==> src/design/i2c_pkg.sv <==
// Constants, register map and encodings of the two-wire bus controller
package i2c_pkg;

  // Register indices; byte address is four times the index
  localparam logic [7:0] IDX_CONTROL_ONE = 8'h20;
  localparam logic [7:0] IDX_DATA_BUFFER = 8'h21;
  localparam logic [7:0] IDX_OWN_ADDRESS = 8'h22;
  localparam logic [7:0] IDX_CONTROL_TWO = 8'h23;
  localparam logic [7:0] IDX_STATUS = 8'h23;

  // i2c_control_one fields
  localparam int ACK_BIT = 4;
  localparam int RATE_MSB = 2;
  localparam int RATE_LSB = 0;

  // i2c_control_two and i2c_status fields
  localparam int MST_BIT = 7;
  localparam int TRX_BIT = 6;
  localparam int BB_BIT = 5;
  localparam int PIN_BIT = 4;
  localparam int MODE_MSB = 3;
  localparam int MODE_LSB = 2;
  localparam int AAS_BIT = 2;
  localparam int AD0_BIT = 1;
  localparam int LRB_BIT = 0;

  // own_address_register fields
  localparam int ADDR_MSB = 7;
  localparam int ADDR_LSB = 1;
  localparam int ALS_BIT = 0;

  // Reset values
  localparam logic [7:0] CONTROL_ONE_RST = 8'h00;
  localparam logic [7:0] OWN_ADDRESS_RST = 8'h00;
  localparam logic [7:0] DATA_BUFFER_RST = 8'h00;
  localparam logic PIN_RST = 1'b1;

  typedef enum logic [1:0] {
    MODE_PORT = 2'b00,
    MODE_SIO = 2'b01,
    MODE_I2C = 2'b10,
    MODE_RSVD = 2'b11
  } if_mode_e;

  // Word framing: eight data bits then the acknowledge slot
  localparam logic [3:0] LAST_DATA_BIT = 4'h7;
  localparam logic [3:0] ACK_SLOT = 4'h8;

  // Timing
  localparam int CLK_PERIOD_NS = 8;
  localparam int SCL_HALF_BASE_NS = 2000;
  localparam int SCL_HALF_BASE_CYC = (SCL_HALF_BASE_NS + CLK_PERIOD_NS - 1) / CLK_PERIOD_NS;

  typedef enum logic [2:0] {
    M_IDLE = 3'b000,
    M_START = 3'b001,
    M_LOW = 3'b010,
    M_HIGH = 3'b011,
    M_WAIT = 3'b100,
    M_STOP1 = 3'b101,
    M_STOP2 = 3'b110,
    M_STOP3 = 3'b111
  } master_state_e;

endpackage

==> src/design/i2c_bus_mode_controller.sv <==
// Two-wire bus mode controller with APB register access
//
// Our own choice: the APB register port.
`timescale 1ns/100ps

module i2c_bus_mode_controller #(
  parameter int ADDR_W = 12,
  parameter int CNT_W = 16,
  parameter int HALF_BASE_CYC = i2c_pkg::SCL_HALF_BASE_CYC
) (
  input wire logic core_clk,
  input wire logic nrst,
  input wire logic psel,
  input wire logic penable,
  input wire logic pwrite,
  input wire logic [ADDR_W-1:0] paddr,
  input wire logic [31:0] pwdata,
  output logic [31:0] prdata,
  output logic pready,
  output logic pslverr,
  input wire logic scl_i,
  output logic scl_o,
  output logic scl_oe,
  input wire logic sda_i,
  output logic sda_o,
  output logic sda_oe,
  output logic serial_interrupt
);

  localparam int IDX_W = ADDR_W - 2;

  // Pin synchronisers and edge history
  logic scl_m_r, scl_s_r, scl_q_r;
  logic sda_m_r, sda_s_r, sda_q_r;
  // Registers
  logic [7:0] ctrl1_r, own_r, data_r, rx_sh_r;
  logic mst_r, trx_r, pin_r, bus_busy_r, aas_r, ad0_r, lrb_r;
  logic [1:0] mode_r;
  // Bus engine state
  logic [3:0] bit_cnt_r;
  logic first_r, slave_sel_r, dir_r, hold_r, rs_r, lead_r;
  logic [CNT_W-1:0] low_cnt_r, cnt_r;
  i2c_pkg::master_state_e st_r;
  // APB response, registered line drives and interrupt
  logic ready_r, slverr_r;
  logic [31:0] prdata_r;
  logic scl_oe_r, sda_oe_r, irq_r;

  always_ff @(posedge core_clk or negedge nrst)
  begin
    if (!nrst)
    begin
      scl_m_r <= 1'b1;
      scl_s_r <= 1'b1;
      scl_q_r <= 1'b1;
      sda_m_r <= 1'b1;
      sda_s_r <= 1'b1;
      sda_q_r <= 1'b1;
    end
    else
    begin
      scl_m_r <= scl_i;
      scl_s_r <= scl_m_r;
      scl_q_r <= scl_s_r;
      sda_m_r <= sda_i;
      sda_s_r <= sda_m_r;
      sda_q_r <= sda_s_r;
    end
  end

  logic i2c_on, scl_rise, scl_fall, start_det, stop_det;
  assign i2c_on = mode_r == i2c_pkg::MODE_I2C;
  assign scl_rise = scl_s_r & ~scl_q_r;
  assign scl_fall = ~scl_s_r & scl_q_r;
  assign start_det = i2c_on & scl_s_r & scl_q_r & sda_q_r & ~sda_s_r;
  assign stop_det = i2c_on & scl_s_r & scl_q_r & ~sda_q_r & sda_s_r;

  // APB decode: one wait-free access phase after the setup cycle
  logic [IDX_W-1:0] idx;
  logic apb_setup, apb_done, sel_c1, sel_db, sel_oa, sel_c2, mapped;
  logic wr_c2, data_acc;
  assign idx = paddr[ADDR_W-1:2];
  assign apb_setup = psel & ~penable;
  assign apb_done = psel & penable & ready_r;
  assign sel_c1 = idx == IDX_W'(i2c_pkg::IDX_CONTROL_ONE);
  assign sel_db = idx == IDX_W'(i2c_pkg::IDX_DATA_BUFFER);
  assign sel_oa = idx == IDX_W'(i2c_pkg::IDX_OWN_ADDRESS);
  assign sel_c2 = idx == IDX_W'(i2c_pkg::IDX_CONTROL_TWO);
  assign mapped = sel_c1 | sel_db | sel_oa | sel_c2;
  assign wr_c2 = apb_done & pwrite & sel_c2;
  assign data_acc = apb_done & sel_db & ~slverr_r;

  logic [7:0] status;
  assign status = {mst_r, trx_r, bus_busy_r, pin_r, 1'b0, aas_r, ad0_r, lrb_r};

  always_ff @(posedge core_clk or negedge nrst)
  begin
    if (!nrst)
    begin
      ready_r <= 1'b0;
      slverr_r <= 1'b0;
      prdata_r <= 32'h0;
    end
    else if (apb_done)
    begin
      ready_r <= 1'b0;
    end
    else if (apb_setup)
    begin
      ready_r <= 1'b1;
      slverr_r <= ~mapped;
      prdata_r <= 32'h0;
      if (!pwrite && sel_c1)
        prdata_r <= {24'h0, ctrl1_r};
      if (!pwrite && sel_db)
        prdata_r <= {24'h0, data_r};
      if (!pwrite && sel_oa)
        prdata_r <= {24'h0, own_r};
      if (!pwrite && sel_c2)
        prdata_r <= {24'h0, status};
    end
  end

  assign pready = ready_r;
  assign pslverr = ready_r & slverr_r;
  assign prdata = prdata_r;

  // Software requests on control two
  logic wr_mst, wr_trx, wr_bb, start_req, stop_req;
  assign wr_mst = pwdata[i2c_pkg::MST_BIT];
  assign wr_trx = pwdata[i2c_pkg::TRX_BIT];
  assign wr_bb = pwdata[i2c_pkg::BB_BIT];
  assign start_req = wr_c2 & wr_mst & wr_trx & wr_bb & i2c_on
    & (~bus_busy_r | rs_r) & (st_r == i2c_pkg::M_IDLE);
  assign stop_req = wr_c2 & wr_mst & wr_trx & ~wr_bb & bus_busy_r;

  // Word framing
  logic word_done, addr_chk, involved, pin_clr, addr_hit, gen_call;
  logic [7:0] addr_byte;
  logic address_mode_bit;
  assign address_mode_bit = own_r[i2c_pkg::ALS_BIT];
  assign word_done = i2c_on & bus_busy_r & scl_fall & (bit_cnt_r == i2c_pkg::ACK_SLOT);
  assign addr_chk = i2c_on & scl_rise & first_r & (bit_cnt_r == i2c_pkg::LAST_DATA_BIT);
  assign addr_byte = {rx_sh_r[6:0], sda_s_r};
  assign gen_call = addr_byte == 8'h00;
  assign addr_hit = (addr_byte[7:1] == own_r[i2c_pkg::ADDR_MSB:i2c_pkg::ADDR_LSB]) | gen_call;
  assign involved = mst_r | slave_sel_r;
  assign pin_clr = word_done & involved;

  always_ff @(posedge core_clk or negedge nrst)
  begin
    if (!nrst)
    begin
      ctrl1_r <= i2c_pkg::CONTROL_ONE_RST;
      own_r <= i2c_pkg::OWN_ADDRESS_RST;
    end
    else if (apb_done && pwrite)
    begin
      if (sel_c1)
        ctrl1_r <= pwdata[7:0];
      if (sel_oa)
        own_r <= pwdata[7:0];
    end
  end

  always_ff @(posedge core_clk or negedge nrst)
  begin
    if (!nrst)
      data_r <= i2c_pkg::DATA_BUFFER_RST;
    else if (data_acc && pwrite)
      data_r <= pwdata[7:0];
    else if (word_done && involved && !trx_r)
      data_r <= rx_sh_r;
  end

  always_ff @(posedge core_clk or negedge nrst)
  begin
    if (!nrst)
      mode_r <= i2c_pkg::MODE_PORT;
    else if (wr_c2)
      mode_r <= pwdata[i2c_pkg::MODE_MSB:i2c_pkg::MODE_LSB];
  end

  always_ff @(posedge core_clk or negedge nrst)
  begin
    if (!nrst)
      mst_r <= 1'b0;
    else if (stop_det)
      mst_r <= 1'b0;
    else if (wr_c2)
      mst_r <= wr_mst;
  end

  always_ff @(posedge core_clk or negedge nrst)
  begin
    if (!nrst)
      trx_r <= 1'b0;
    else if (stop_det)
      trx_r <= 1'b0;
    else if (word_done && first_r && mst_r)
    begin
      if (!lrb_r)
        trx_r <= ~dir_r;
    end
    else if (word_done && first_r && slave_sel_r && !address_mode_bit)
      trx_r <= dir_r;
    else if (wr_c2)
      trx_r <= wr_trx;
  end

  // Hardware clear wins over a same-cycle software set
  always_ff @(posedge core_clk or negedge nrst)
  begin
    if (!nrst)
      pin_r <= i2c_pkg::PIN_RST;
    else if (pin_clr)
      pin_r <= 1'b0;
    else if (data_acc || (wr_c2 && pwdata[i2c_pkg::PIN_BIT]))
      pin_r <= 1'b1;
  end

  always_ff @(posedge core_clk or negedge nrst)
  begin
    if (!nrst)
      bus_busy_r <= 1'b0;
    else if (start_det)
      bus_busy_r <= 1'b1;
    else if (stop_det || !i2c_on)
      bus_busy_r <= 1'b0;
  end

  // Release write while master allows a repeated start on a busy bus
  always_ff @(posedge core_clk or negedge nrst)
  begin
    if (!nrst)
      rs_r <= 1'b0;
    else if (wr_c2 && mst_r && !wr_mst && !wr_trx && !wr_bb)
      rs_r <= 1'b1;
    else if (start_det || stop_det)
      rs_r <= 1'b0;
  end

  always_ff @(posedge core_clk or negedge nrst)
  begin
    if (!nrst)
      aas_r <= 1'b0;
    else if (word_done && first_r && !mst_r && slave_sel_r)
      aas_r <= 1'b1;
    else if (data_acc)
      aas_r <= 1'b0;
  end

  always_ff @(posedge core_clk or negedge nrst)
  begin
    if (!nrst)
      ad0_r <= 1'b0;
    else if (addr_chk && !mst_r && gen_call)
      ad0_r <= 1'b1;
    else if (start_det || stop_det)
      ad0_r <= 1'b0;
  end

  always_ff @(posedge core_clk or negedge nrst)
  begin
    if (!nrst)
      lrb_r <= 1'b0;
    else if (i2c_on && scl_rise)
      lrb_r <= sda_s_r;
  end

  always_ff @(posedge core_clk or negedge nrst)
  begin
    if (!nrst)
    begin
      bit_cnt_r <= 4'h0;
      first_r <= 1'b0;
      rx_sh_r <= 8'h00;
      dir_r <= 1'b0;
      lead_r <= 1'b0;
    end
    else
    begin
      if (start_det)
      begin
        bit_cnt_r <= 4'h0;
        first_r <= 1'b1;
        lead_r <= 1'b1;
      end
      // The fall that closes a start carries no bit
      else if (i2c_on && scl_fall && lead_r)
        lead_r <= 1'b0;
      else if (i2c_on && scl_fall)
      begin
        bit_cnt_r <= (bit_cnt_r == i2c_pkg::ACK_SLOT) ? 4'h0 : bit_cnt_r + 4'h1;
        if (bit_cnt_r == i2c_pkg::ACK_SLOT)
          first_r <= 1'b0;
      end
      if (i2c_on && scl_rise && bit_cnt_r <= i2c_pkg::LAST_DATA_BIT)
        rx_sh_r <= addr_byte;
      if (addr_chk)
        dir_r <= sda_s_r;
    end
  end

  // Slave selection: address match, or every word when recognition is off
  always_ff @(posedge core_clk or negedge nrst)
  begin
    if (!nrst)
      slave_sel_r <= 1'b0;
    else if (stop_det || !i2c_on)
      slave_sel_r <= 1'b0;
    else if (start_det)
      slave_sel_r <= address_mode_bit & ~mst_r;
    else if (addr_chk && !mst_r && !address_mode_bit && addr_hit)
      slave_sel_r <= 1'b1;
  end

  logic [CNT_W-1:0] half;
  assign half = CNT_W'(HALF_BASE_CYC) << ctrl1_r[i2c_pkg::RATE_MSB:i2c_pkg::RATE_LSB];

  // SCL hold while service is pending, released one low time after
  always_ff @(posedge core_clk or negedge nrst)
  begin
    if (!nrst)
    begin
      hold_r <= 1'b0;
      low_cnt_r <= '0;
    end
    else if (stop_det || !i2c_on)
    begin
      hold_r <= 1'b0;
      low_cnt_r <= '0;
    end
    else if (pin_clr)
    begin
      hold_r <= 1'b1;
      low_cnt_r <= '0;
    end
    else if (hold_r && pin_r)
    begin
      low_cnt_r <= low_cnt_r + CNT_W'(1);
      if (low_cnt_r >= half - CNT_W'(1))
        hold_r <= 1'b0;
    end
  end

  always_ff @(posedge core_clk or negedge nrst)
  begin
    if (!nrst)
      irq_r <= 1'b0;
    else
      irq_r <= pin_clr;
  end

  // Master clock generator
  logic cnt_done;
  assign cnt_done = cnt_r >= half - CNT_W'(1);

  always_ff @(posedge core_clk or negedge nrst)
  begin
    if (!nrst)
    begin
      st_r <= i2c_pkg::M_IDLE;
      cnt_r <= '0;
    end
    else if (!i2c_on)
    begin
      st_r <= i2c_pkg::M_IDLE;
      cnt_r <= '0;
    end
    else
    begin
      cnt_r <= cnt_done ? '0 : cnt_r + CNT_W'(1);
      case (st_r)
        i2c_pkg::M_IDLE:
        begin
          cnt_r <= '0;
          if (start_req)
            st_r <= i2c_pkg::M_START;
        end
        i2c_pkg::M_START:
          if (cnt_done)
            st_r <= i2c_pkg::M_LOW;
        i2c_pkg::M_LOW:
          if (cnt_done)
            st_r <= hold_r ? i2c_pkg::M_WAIT : i2c_pkg::M_HIGH;
        i2c_pkg::M_HIGH:
        begin
          // High time counts only once SCL is seen high
          if (!scl_s_r)
            cnt_r <= '0;
          // High phase is half the period, also after a restart
          if (scl_s_r && cnt_done)
            st_r <= i2c_pkg::M_LOW;
        end
        i2c_pkg::M_WAIT:
        begin
          cnt_r <= '0;
          if (stop_req)
            st_r <= i2c_pkg::M_STOP1;
          else if (!mst_r)
            st_r <= i2c_pkg::M_IDLE;
          else if (!hold_r)
            st_r <= i2c_pkg::M_HIGH;
        end
        i2c_pkg::M_STOP1:
          if (cnt_done)
            st_r <= i2c_pkg::M_STOP2;
        i2c_pkg::M_STOP2:
        begin
          if (!scl_s_r)
            cnt_r <= '0;
          if (scl_s_r && cnt_done)
            st_r <= i2c_pkg::M_STOP3;
        end
        i2c_pkg::M_STOP3:
          if (cnt_done)
            st_r <= i2c_pkg::M_IDLE;
        default:
          st_r <= i2c_pkg::M_IDLE;
      endcase
    end
  end

  // Line drive decisions
  logic bit_sda_low, sda_low, scl_low;
  always_comb
  begin
    bit_sda_low = 1'b0;
    if (i2c_on && bus_busy_r && bit_cnt_r <= i2c_pkg::LAST_DATA_BIT)
      bit_sda_low = involved & trx_r & ~data_r[3'd7 - bit_cnt_r[2:0]];
    else if (i2c_on && bus_busy_r)
      bit_sda_low = involved & ctrl1_r[i2c_pkg::ACK_BIT]
        & (~trx_r | (first_r & ~mst_r));
  end

  always_comb
  begin
    case (st_r)
      i2c_pkg::M_START, i2c_pkg::M_STOP1, i2c_pkg::M_STOP2:
        sda_low = 1'b1;
      i2c_pkg::M_STOP3:
        sda_low = 1'b0;
      default:
        sda_low = bit_sda_low;
    endcase
    scl_low = hold_r | (st_r == i2c_pkg::M_LOW) | (st_r == i2c_pkg::M_WAIT)
      | (st_r == i2c_pkg::M_STOP1);
  end

  always_ff @(posedge core_clk or negedge nrst)
  begin
    if (!nrst)
    begin
      scl_oe_r <= 1'b0;
      sda_oe_r <= 1'b0;
    end
    else
    begin
      scl_oe_r <= i2c_on & scl_low;
      sda_oe_r <= i2c_on & sda_low;
    end
  end

  assign scl_o = 1'b0;
  assign sda_o = 1'b0;
  assign scl_oe = scl_oe_r;
  assign sda_oe = sda_oe_r;
  assign serial_interrupt = irq_r;

endmodule

==> config.mk <==
export PLATFORM = sky130hd
export DESIGN_NAME = i2c_bus_mode_controller
export DESIGN_NICKNAME = d
export VERILOG_FILES = /design/src/design/i2c_pkg.sv /design/src/design/i2c_bus_mode_controller.sv
export SDC_FILE = /design/constraint.sdc
export NUM_CORES = 1
export LEC_CHECK = 0
export ABC_AREA = 0
export BUFFER_PORTS_ARGS = -buffer_cell sky130_fd_sc_hd__buf_4
export CORE_ASPECT_RATIO = 0.6
export CORE_MARGIN = 2
export CORE_UTILIZATION = 55
export CTS_BUF_LIST = sky130_fd_sc_hd__clkbuf_4
export DETAILED_ROUTE_END_ITERATION = 6
export PLACE_DENSITY = 0.82
export SLEW_MARGIN = 20
export SYNTH_ARGS = -nofsm -noshare
export SYNTH_HDL_FRONTEND = slang
export SYNTH_SLANG_ARGS = --single-unit
==> constraint.sdc <==
create_clock -name core_clk -period 8.3 [get_ports core_clk]
set_clock_uncertainty 0.15 [all_clocks]
set_input_delay 0.415 -clock core_clk [delete_from_list [all_inputs] [get_ports core_clk]]
set_output_delay 0.415 -clock core_clk [all_outputs]
set_load 0.01 [all_outputs]
==> results.yml, run 1 <==
synth:
  ys.flop_type: "dfrtp_1"
  synth-seq-cells: 105
  synth_area_um2: 6150
  synth_edf_count: 0
  synth.avg_cell_area_um2: 10.0
  synth_warnings: 0
  post_synth_num_cell_types: 71
  syn_inst: 613
  async_reset_ff_share_pct: 100
  synth_seq_area_share_pct: 42.9
pwr:
  p_leak_nw: 3.02
  powerDensity_nw_per_um2: 126
  peakVddDrop_mv: 0.0639
grt:
  gr-total-overflow: 0
  grt_max_degree: 72
  grt_pass1_wl_um: 22900
  grt_antenna_before_repair: 1
  grt_pass1_vias: 4467
  track_usage_pct: 24.3
setup_path:
  crit_required_ps: 8540
  critPathLaunchType: "flop"
  critPathCaptureType: "flop"
  crit_fanout: 16
  arrival_ps: 4180
  critPathKind: "reg -> reg"
sta:
  tightest_slew_ps: 1140
  final-hold-violation-count: 0
  fin_tns_setup_ps: 0
  fmax_ghz: 0.254
  rsz0062_at_grt: "false"
  period_share_pct: 47.5
  fin_hold_ws_ps: 39.0
  slew_headroom_pct: 23.8
  min_period_ps: 3940
  finalSetupViolCount: 0
  slew_viol_final: 0
clock_tree:
  path_clk_slew_ps: 160
  cts-root-buf: "clkbuf_4"
  clockBufferDepth: 2
  cts-buffers-inserted: 9
  cts_sinks: 105
  htreeDepth: 3
  tritoncts: "done"
  clock_latency_ps: 480
cells_and_area:
  fin_nets: 722
  layout_common_cells: "98 x dfrtp_1, 64 x nor2_1, 48 x nand2_1"
  layout-drive-gt1-share_pct: 19.2
  layout_commonest_cell: "dfrtp_1"
  area_growth_pct: 7.49
  num_antenna_cells: 0
route:
  dr_total_vias: 4700
  drtPass1Iterations: 5
  drt_iter0_drc: 378
  via_per_inst: 5.96
  drcViolationCount: 0
  antenna_left: 0
  post_drt_wl_per_cell_um: 17.6
  routed_wl_um: 13900
die:
  initial_core_util_pct: 57.3
  coreArea_um2: 10700
  die_area_um2: 12100
  io_pins: 90
  die_w_um: 141
  num_rows: 29
  die_h_um: 85.9
hold_path:
  hp-class: "in -> reg"
outcome:
  status: "finished clean"
place:
  port_buffers: 37
  dp_hpwl_um: 10600
  place_congestion: 0.923
flow_run:
  maxCapViolCount: 0
-- critical path, cell delays in order, from the launching register on --
cell and delay, ps:
dfrtp_1 660, inv_1 240, nor2_1 240, mux2_2 220
ha_1 260, a2111oi_2 290, o21ai_1 100, o221a_2 270
nor3_1 200, nor2_1 130, a211oi_4 430, o2111ai_4 410
nor2_1 260
-- kinds of logic after synthesis --
group                    synth area share [%]
buffers and inverters                    5.90
XOR/XNOR                                 5.41
AO/OA/AOI/OAI                            12.5
flip-flops                               42.9
other                                   0.122
multiplexers                             10.7
adder cells (fa/ha/maj)                  5.64
AND/OR/NAND/NOR                          16.8
-- timing repair --
item,4_1_cts,5_1_grt
setup endpoints to repair,0,0
resized for setup,0,0
hold endpoints to repair,31,1
buffers inserted,0,0
hold buffers,4,1
-- Yosys cell counts (3+ instances only) --
cell type	n	area (um^2)
buf_4	27	203
xnor2_1	15	131
inv_1	18	67.6
mux2_2	28	315
dfstp_2	7	184
and2_1	4	25.0
a31oi_1	4	25.0
a21o_1	4	30.0
xor2_1	23	201
dfrtp_1	98	2450
o21ai_0	23	115
nand3_1	26	130
nor2_1	64	240
a211oi_1	3	22.5
o211ai_1	5	37.5
mux2i_1	14	140
and3_1	10	62.6
a21oi_1	30	150
nor3_1	6	30.0
nor3b_1	3	22.5
nand4_1	7	43.8
nor2b_1	4	25.0
nand2b_1	13	81.3
ha_1	26	325
nor2_2	10	62.6
clkbuf_1	17	63.8
or2_2	5	31.3
mux4_2	9	203
nand3b_1	3	22.5
nand2_1	48	180
o31ai_1	6	45.0
-- sequential cells by signal (all words and copies together) (netlist names), 2 cells and up --
register and count:
cnt_r 16, low_cnt_r 16, ctrl1_r 8, data_r 8
own_r 8, prdata 8, rx_sh_r 8, bit_cnt_r 4
st_r 3, mode_r 2
-- worst paths after layout --
kind | from | end | slack, ps | depth (start not counted)
max | ctrl1_r[2]$_DFFE_PN0P_ | cnt_r[15]$_DFF_PN0_ | 4360 | 12
min | pwdata[1] | own_r[1]$_DFFE_PN0P_ | 40 | 2
max reg2reg | ctrl1_r[2]$_DFFE_PN0P_ | cnt_r[15]$_DFF_PN0_ | 4360 | 12
min reg2reg | sda_m_r$_DFF_PN1_ | sda_s_r$_DFF_PN1_ | 220 | 0
max in group asynchronous | nrst | cnt_r[9]$_DFF_PN0_ | 6500 | 3
min in group asynchronous | nrst | lead_r$_DFFE_PN0P_ | 260 | 2
-- area by class of cell --
type	count	area, um^2
clock buffer	10	75.1
clock inverter	6	65.1
fill	871	4130
inverter	19	71.3
multi-input combinational	467	3250
sequential	105	2640
tap	139	174
timing repair buffer	43	335
-- power breakdown --
group	internal, W	total, W	switching (W)
Sequential	0.000516	0.000519	0.00000334
Clock	0.0000968	0.000270	0.000173
Combinational	0.0000166	0.0000454	0.0000288
-- stage by stage --
step	instances	worst slack, ps	area, um^2	utilization (%)	power (W)
floorplan	639	4940	6250	-	0.000554
global placement	768	4590	6410	59.7	0.000570
detailed placement	768	4450	6410	59.7	0.000572
CTS	788	4400	6600	61.4	0.000839
global route	789	4110	6610	61.5	0.000866
finish	789	4360	6610	61.5	0.000834
-- layer usage --
| layer | share of wire (%) | routed length, um | GRT usage (%) |
|---|---|---|---|
| met5 | 0 | 0 | 0 |
| met3 | 9.3 | 1300 | 7.31 |
| met1 | 48 | 6700 | 37.0 |
| met2 | 42 | 5780 | 34.1 |
| met4 | 0.91 | 127 | 6.09 |
Note: power is estimated with default switching activity, not from simulation.
==> run 2: changes to the inputs <==
==> constraint.sdc (replaced) <==
create_clock -name core_clk -period 3.65 [get_ports core_clk]
set_clock_uncertainty 0.15 [all_clocks]
set_input_delay 0.1825 -clock core_clk [delete_from_list [all_inputs] [get_ports core_clk]]
set_output_delay 0.1825 -clock core_clk [all_outputs]
set_load 0.01 [all_outputs]
==> results.yml, run 2 (synthesis gave the netlist of run 1 again) <==
setup_path:
  critPathCaptureType: "flop"
  critPathKind: "reg -> reg"
  crit_required_ps: 3860
  r2r_start: "ctrl1_r[1]$_DFFE_PN0P_"
  cp-startpoint: "ctrl1_r[1]$_DFFE_PN0P_"
  crit_fanout: 6
  arrival_ps: 3600
  critPathLaunchType: "flop"
route:
  drt_iter0_drc: 467
  dr_total_vias: 4735
  drcViolationCount: 0
  routed_wl_um: 14000
  antenna_left: 0
  drtPass1Iterations: 5
  post_drt_wl_per_cell_um: 17.2
  via_per_inst: 5.83
place:
  dp_hpwl_um: 10500
  place_congestion: 0.928
  dp_slack_ps: 180
  place_area_um2: 6470
  port_buffers: 37
  dp.cells: 776
pwr:
  peakVddDrop_mv: 0.147
  p_int_w: 0.00150
  p_leak_nw: 3.13
  power_switching_share_pct: 23.7
  pwr-share-seq_pct: 60.0
  power.net_switching_w: 0.000466
  clkPwrFrac_pct: 34.2
  combPwrFrac_pct: 5.8
  powerDensity_nw_per_um2: 287
sta:
  slew_viol_final: 0
  final-hold-violation-count: 0
  min_period_ps: 3380
  slew_headroom_pct: 43.5
  fmax_ghz: 0.296
  fin_hold_ws_ps: 9.96
  fin_tns_setup_ps: 0
  rsz0062_at_grt: "false"
  setup_slack_ps: 267
  finalSetupViolCount: 0
  period_share_pct: 92.7
  tightest_slew_ps: 848
die:
  io_pins: 90
  die_area_um2: 12100
  die_w_um: 141
  initial_core_util_pct: 57.3
  die_h_um: 85.9
  coreArea_um2: 10700
  num_rows: 29
grt:
  grt_pass1_vias: 4511
  gr-total-overflow: 0
  grt_max_degree: 68
  grt_pass1_wl_um: 23200
  grt_antenna_before_repair: 0
  track_usage_pct: 24.5
clock_tree:
  clock_latency_ps: 480
  tritoncts: "done"
  cts-root-buf: "clkbuf_4"
  cts_sinks: 105
  clockBufferDepth: 2
  htreeDepth: 3
  path_clk_slew_ps: 170
  cts-buffers-inserted: 9
outcome:
  status: "finished clean"
cells_and_area:
  num_antenna_cells: 0
  layout_commonest_cell: "dfrtp_1"
  fin_nets: 745
  reg_top3: "cnt_r: 16 flops, low_cnt_r: 16 flops"
  area_growth_pct: 11.2
  layout-drive-gt1-share_pct: 19.9
  fin_cells: 812
  nFillCells: 844
  layout_common_cells: "98 x dfrtp_1, 64 x nor2_1, 48 x nand2_1"
  fin_area_um2: 6840
hold_path:
  hp-class: "in -> reg"
  hp-start: "paddr[3]"
flow_run:
  maxCapViolCount: 0
[run 2: layout make-up]
class	instances	area (um^2)	area share [%]
clock buffer	10	75.1	1.10
clock inverter	6	82.6	1.21
inverter	19	71.3	1.04
multi-input combinational	467	3250	47.5
sequential	105	2640	38.5
tap	139	174	2.54
timing repair buffer	66	553	8.08
[run 2: final timing paths]
check	cells past startpoint	slack (ps)	end
worst max-delay path	11	270	st_r[0]$_DFFE_PN0P_
worst min-delay path	4	10	pin_r$_DFFE_PN1P_
max in group asynchronous	3	2130	scl_s_r$_DFF_PN1_
worst max register to register	11	270	st_r[0]$_DFFE_PN0P_
min in group asynchronous	2	180	low_cnt_r[3]$_DFFE_PN0P_
worst min register to register	0	220	sda_s_r$_DFF_PN1_
[run 2: through the flow]
stage	power [W]	utilization [%]
after detailed placement	0.00130	60.3
after global routing	0.00203	63.7
after global placement	0.00130	60.3
after floorplan	0.00126	-
after CTS	0.00198	63.4
final	0.00197	63.7
[run 2: critical path, stage by stage, from the launching register on]
cell,delay [ps]
dfrtp_1,440
nor2b_1,190
mux2_2,310
ha_1,330
a2111oi_2,290
o21ai_1,120
o221a_2,270
nor3_1,180
nor2_1,120
a211oi_4,400
o21ai_0,200
a31o_2,280
[run 2: timing repair]
| item | in CTS | in global routing |
|---|---|---|
| gates resized for setup | 0 | 0 |
| hold buffers | 18 | 0 |
| endpoints found under the setup margin | 0 | 17 |
| setup buffers | 0 | 2 |
| hold endpoints to repair | 104 | 0 |
[run 2: power by group through the flow]
stage	combinational [W]	clock (W)	sequential, W
after floorplan	0.0000602	0	0.00120
after global placement	0.0000981	0	0.00120
after detailed placement	0.000101	0	0.00120
after CTS	0.000114	0.000685	0.00118
after global routing	0.000126	0.000722	0.00118
final	0.000114	0.000673	0.00118
[run 2: per-layer routing]
layer,vias up,share of wire [%],GRT usage [%]
met5,-,0,0
met4,0,1.0,6.64
met3,18,8.7,6.53
met2,181,42,34.7
met1,2312,48,37.3
li1,2224,-,-
==> run 3: changes to the inputs <==
--- a/config.mk
+++ b/config.mk
@@ -9,10 +9,10 @@
 export BUFFER_PORTS_ARGS = -buffer_cell sky130_fd_sc_hd__buf_4
 export CORE_ASPECT_RATIO = 0.6
 export CORE_MARGIN = 2
-export CORE_UTILIZATION = 55
+export CORE_UTILIZATION = 60
 export CTS_BUF_LIST = sky130_fd_sc_hd__clkbuf_4
 export DETAILED_ROUTE_END_ITERATION = 6
-export PLACE_DENSITY = 0.82
+export PLACE_DENSITY = 0.88
 export SLEW_MARGIN = 20
 export SYNTH_ARGS = -nofsm -noshare
 export SYNTH_HDL_FRONTEND = slang
==> results.yml, run 3 (synthesis gave the netlist of run 1 again) <==
route:
  via_per_inst: 6.07
  post_drt_wl_per_cell_um: 18.1
  antenna_left: 0
  routed_wl_um: 14600
  drtPass1Iterations: 5
  drcViolationCount: 0
  dr_total_vias: 4888
  drt_iter0_drc: 568
grt:
  grt_antenna_before_repair: 0
  gr-total-overflow: 0
  met1_usage_pct: 39.8
  grt_pass1_wl_um: 22900
  grt_max_degree: 67
  grt.busiest_layer: "met1"
  grt_pass1_vias: 4552
  track_usage_pct: 27.1
  grt_use_met3_pct: 7.69
  globalRouteMet2Util_pct: 39.2
hold_path:
  min_path_cells: 4
  hp-class: "in -> reg"
setup_path:
  crit_required_ps: 3910
  critPathCaptureType: "flop"
  crit_fanout: 15
  critPathLaunchType: "flop"
  arrival_ps: 3710
  reg2reg_depth: 14
  critPathKind: "reg -> reg"
pwr:
  peakVddDrop_mv: 0.181
  combPwrFrac_pct: 6.2
  power.net_switching_w: 0.000455
  clkPwrFrac_pct: 30.9
  p_leak_nw: 3.11
  pwr-share-seq_pct: 62.9
  powerDensity_nw_per_um2: 276
  p_int_w: 0.00142
  power_switching_share_pct: 24.2
clock_tree:
  path_clk_slew_ps: 150
  cts_sinks: 105
  cts_resized: 0
  cts-root-buf: "clkbuf_4"
  tritoncts: "done"
  htreeDepth: 3
  cts-buffers-inserted: 9
  clock_latency_ps: 470
  clockBufferDepth: 2
cells_and_area:
  layout-drive-gt1-share_pct: 19.6
  nFillCells: 711
  layout_common_cells: "98 x dfrtp_1, 64 x nor2_1, 48 x nand2_1"
  fin_cells: 805
  area_growth_pct: 10.6
  layout_commonest_cell: "dfrtp_1"
  reg_top3: "cnt_r: 16 flops, low_cnt_r: 16 flops"
  num_antenna_cells: 0
  fin_nets: 743
die:
  die_h_um: 82.4
  initial_core_util_pct: 62.0
  num_rows: 28
  io_pins: 90
  coreArea_um2: 9910
  die_w_um: 135
  die_area_um2: 11100
sta:
  final-hold-violation-count: 0
  slew_headroom_pct: 51.1
  fmax_ghz: 0.290
  rsz0062_at_grt: "false"
  period_share_pct: 94.5
  tightest_slew_ps: 732
  finalSetupViolCount: 0
  fin_tns_setup_ps: 0
  min_period_ps: 3450
  slew_viol_final: 0
flow_run:
  maxCapViolCount: 0
place:
  place_congestion: 0.953
  dp.cells: 770
  port_buffers: 37
  dp_hpwl_um: 10700
outcome:
  status: "finished clean"
## run 3: cell type report
| class | count | area (um^2) | area share, % |
|---|---|---|---|
| inverter | 19 | 71.3 | 1.05 |
| tap | 135 | 169 | 2.48 |
| clock inverter | 6 | 60.1 | 0.883 |
| clock buffer | 9 | 67.6 | 0.993 |
| timing repair buffer | 64 | 551 | 8.09 |
| sequential | 105 | 2640 | 38.8 |
| multi-input combinational | 467 | 3250 | 47.7 |
## run 3: what timing repair did
action / CTS / global route
hold buffers: 18 / 0
setup buffers: 0 / 2
setup endpoints to repair: 0 / 17
hold endpoints to repair: 83 / 0
## run 3: layer usage
metal	part of all wire, %	up-vias	wire length [um]
met1	45	2358	6600
met5	0	-	0
li1	-	2226	-
met3	10	22	1520
met4	1.4	0	199
met2	43	282	6290
## run 3: worst paths after layout
check,from,to,slack (ps)
max,ctrl1_r[2]$_DFFE_PN0P_,cnt_r[6]$_DFF_PN0_,200
min,paddr[3],pin_r$_DFFE_PN1P_,50
max reg2reg,ctrl1_r[2]$_DFFE_PN0P_,cnt_r[6]$_DFF_PN0_,200
min reg2reg,scl_m_r$_DFF_PN1_,scl_s_r$_DFF_PN1_,220
max in group asynchronous,nrst,scl_q_r$_DFF_PN1_,2530
min in group asynchronous,nrst,low_cnt_r[1]$_DFFE_PN0P_,60
## run 3: critical path, cell delays in order (launching register included)
cell	delay (ps)
dfrtp_1	470
inv_1	190
nor2_1	100
mux2_2	300
ha_1	330
a2111oi_2	310
o21ai_1	110
o221a_2	280
nor3_1	140
nor2_1	110
a211oi_4	230
buf_4	190
o2111ai_4	160
buf_12	190
nor2_1	120
## run 3: power groups by stage
stage	logic, W	registers, W	clock network, W
after detailed placement	0.000102	0.00120	0
final	0.000116	0.00118	0.000580
after global placement	0.0000991	0.00120	0
after CTS	0.000116	0.00118	0.000588
after global routing	0.000129	0.00118	0.000636
after floorplan	0.0000602	0.00120	0
## run 3: through the flow
stage	utilization [%]	hold WS, ps	worst slack, ps	instance area, um^2	total power [W]
final	68.6	54.9	203	6800	0.00188
after global routing	68.6	40.0	38.1	6800	0.00195
after CTS	68.3	19.2	17.8	6780	0.00188
after detailed placement	65.2	49.9	77.7	6470	0.00130
after global placement	65.2	40.5	263	6470	0.00130
after floorplan	-	-263	291	6250	0.00126
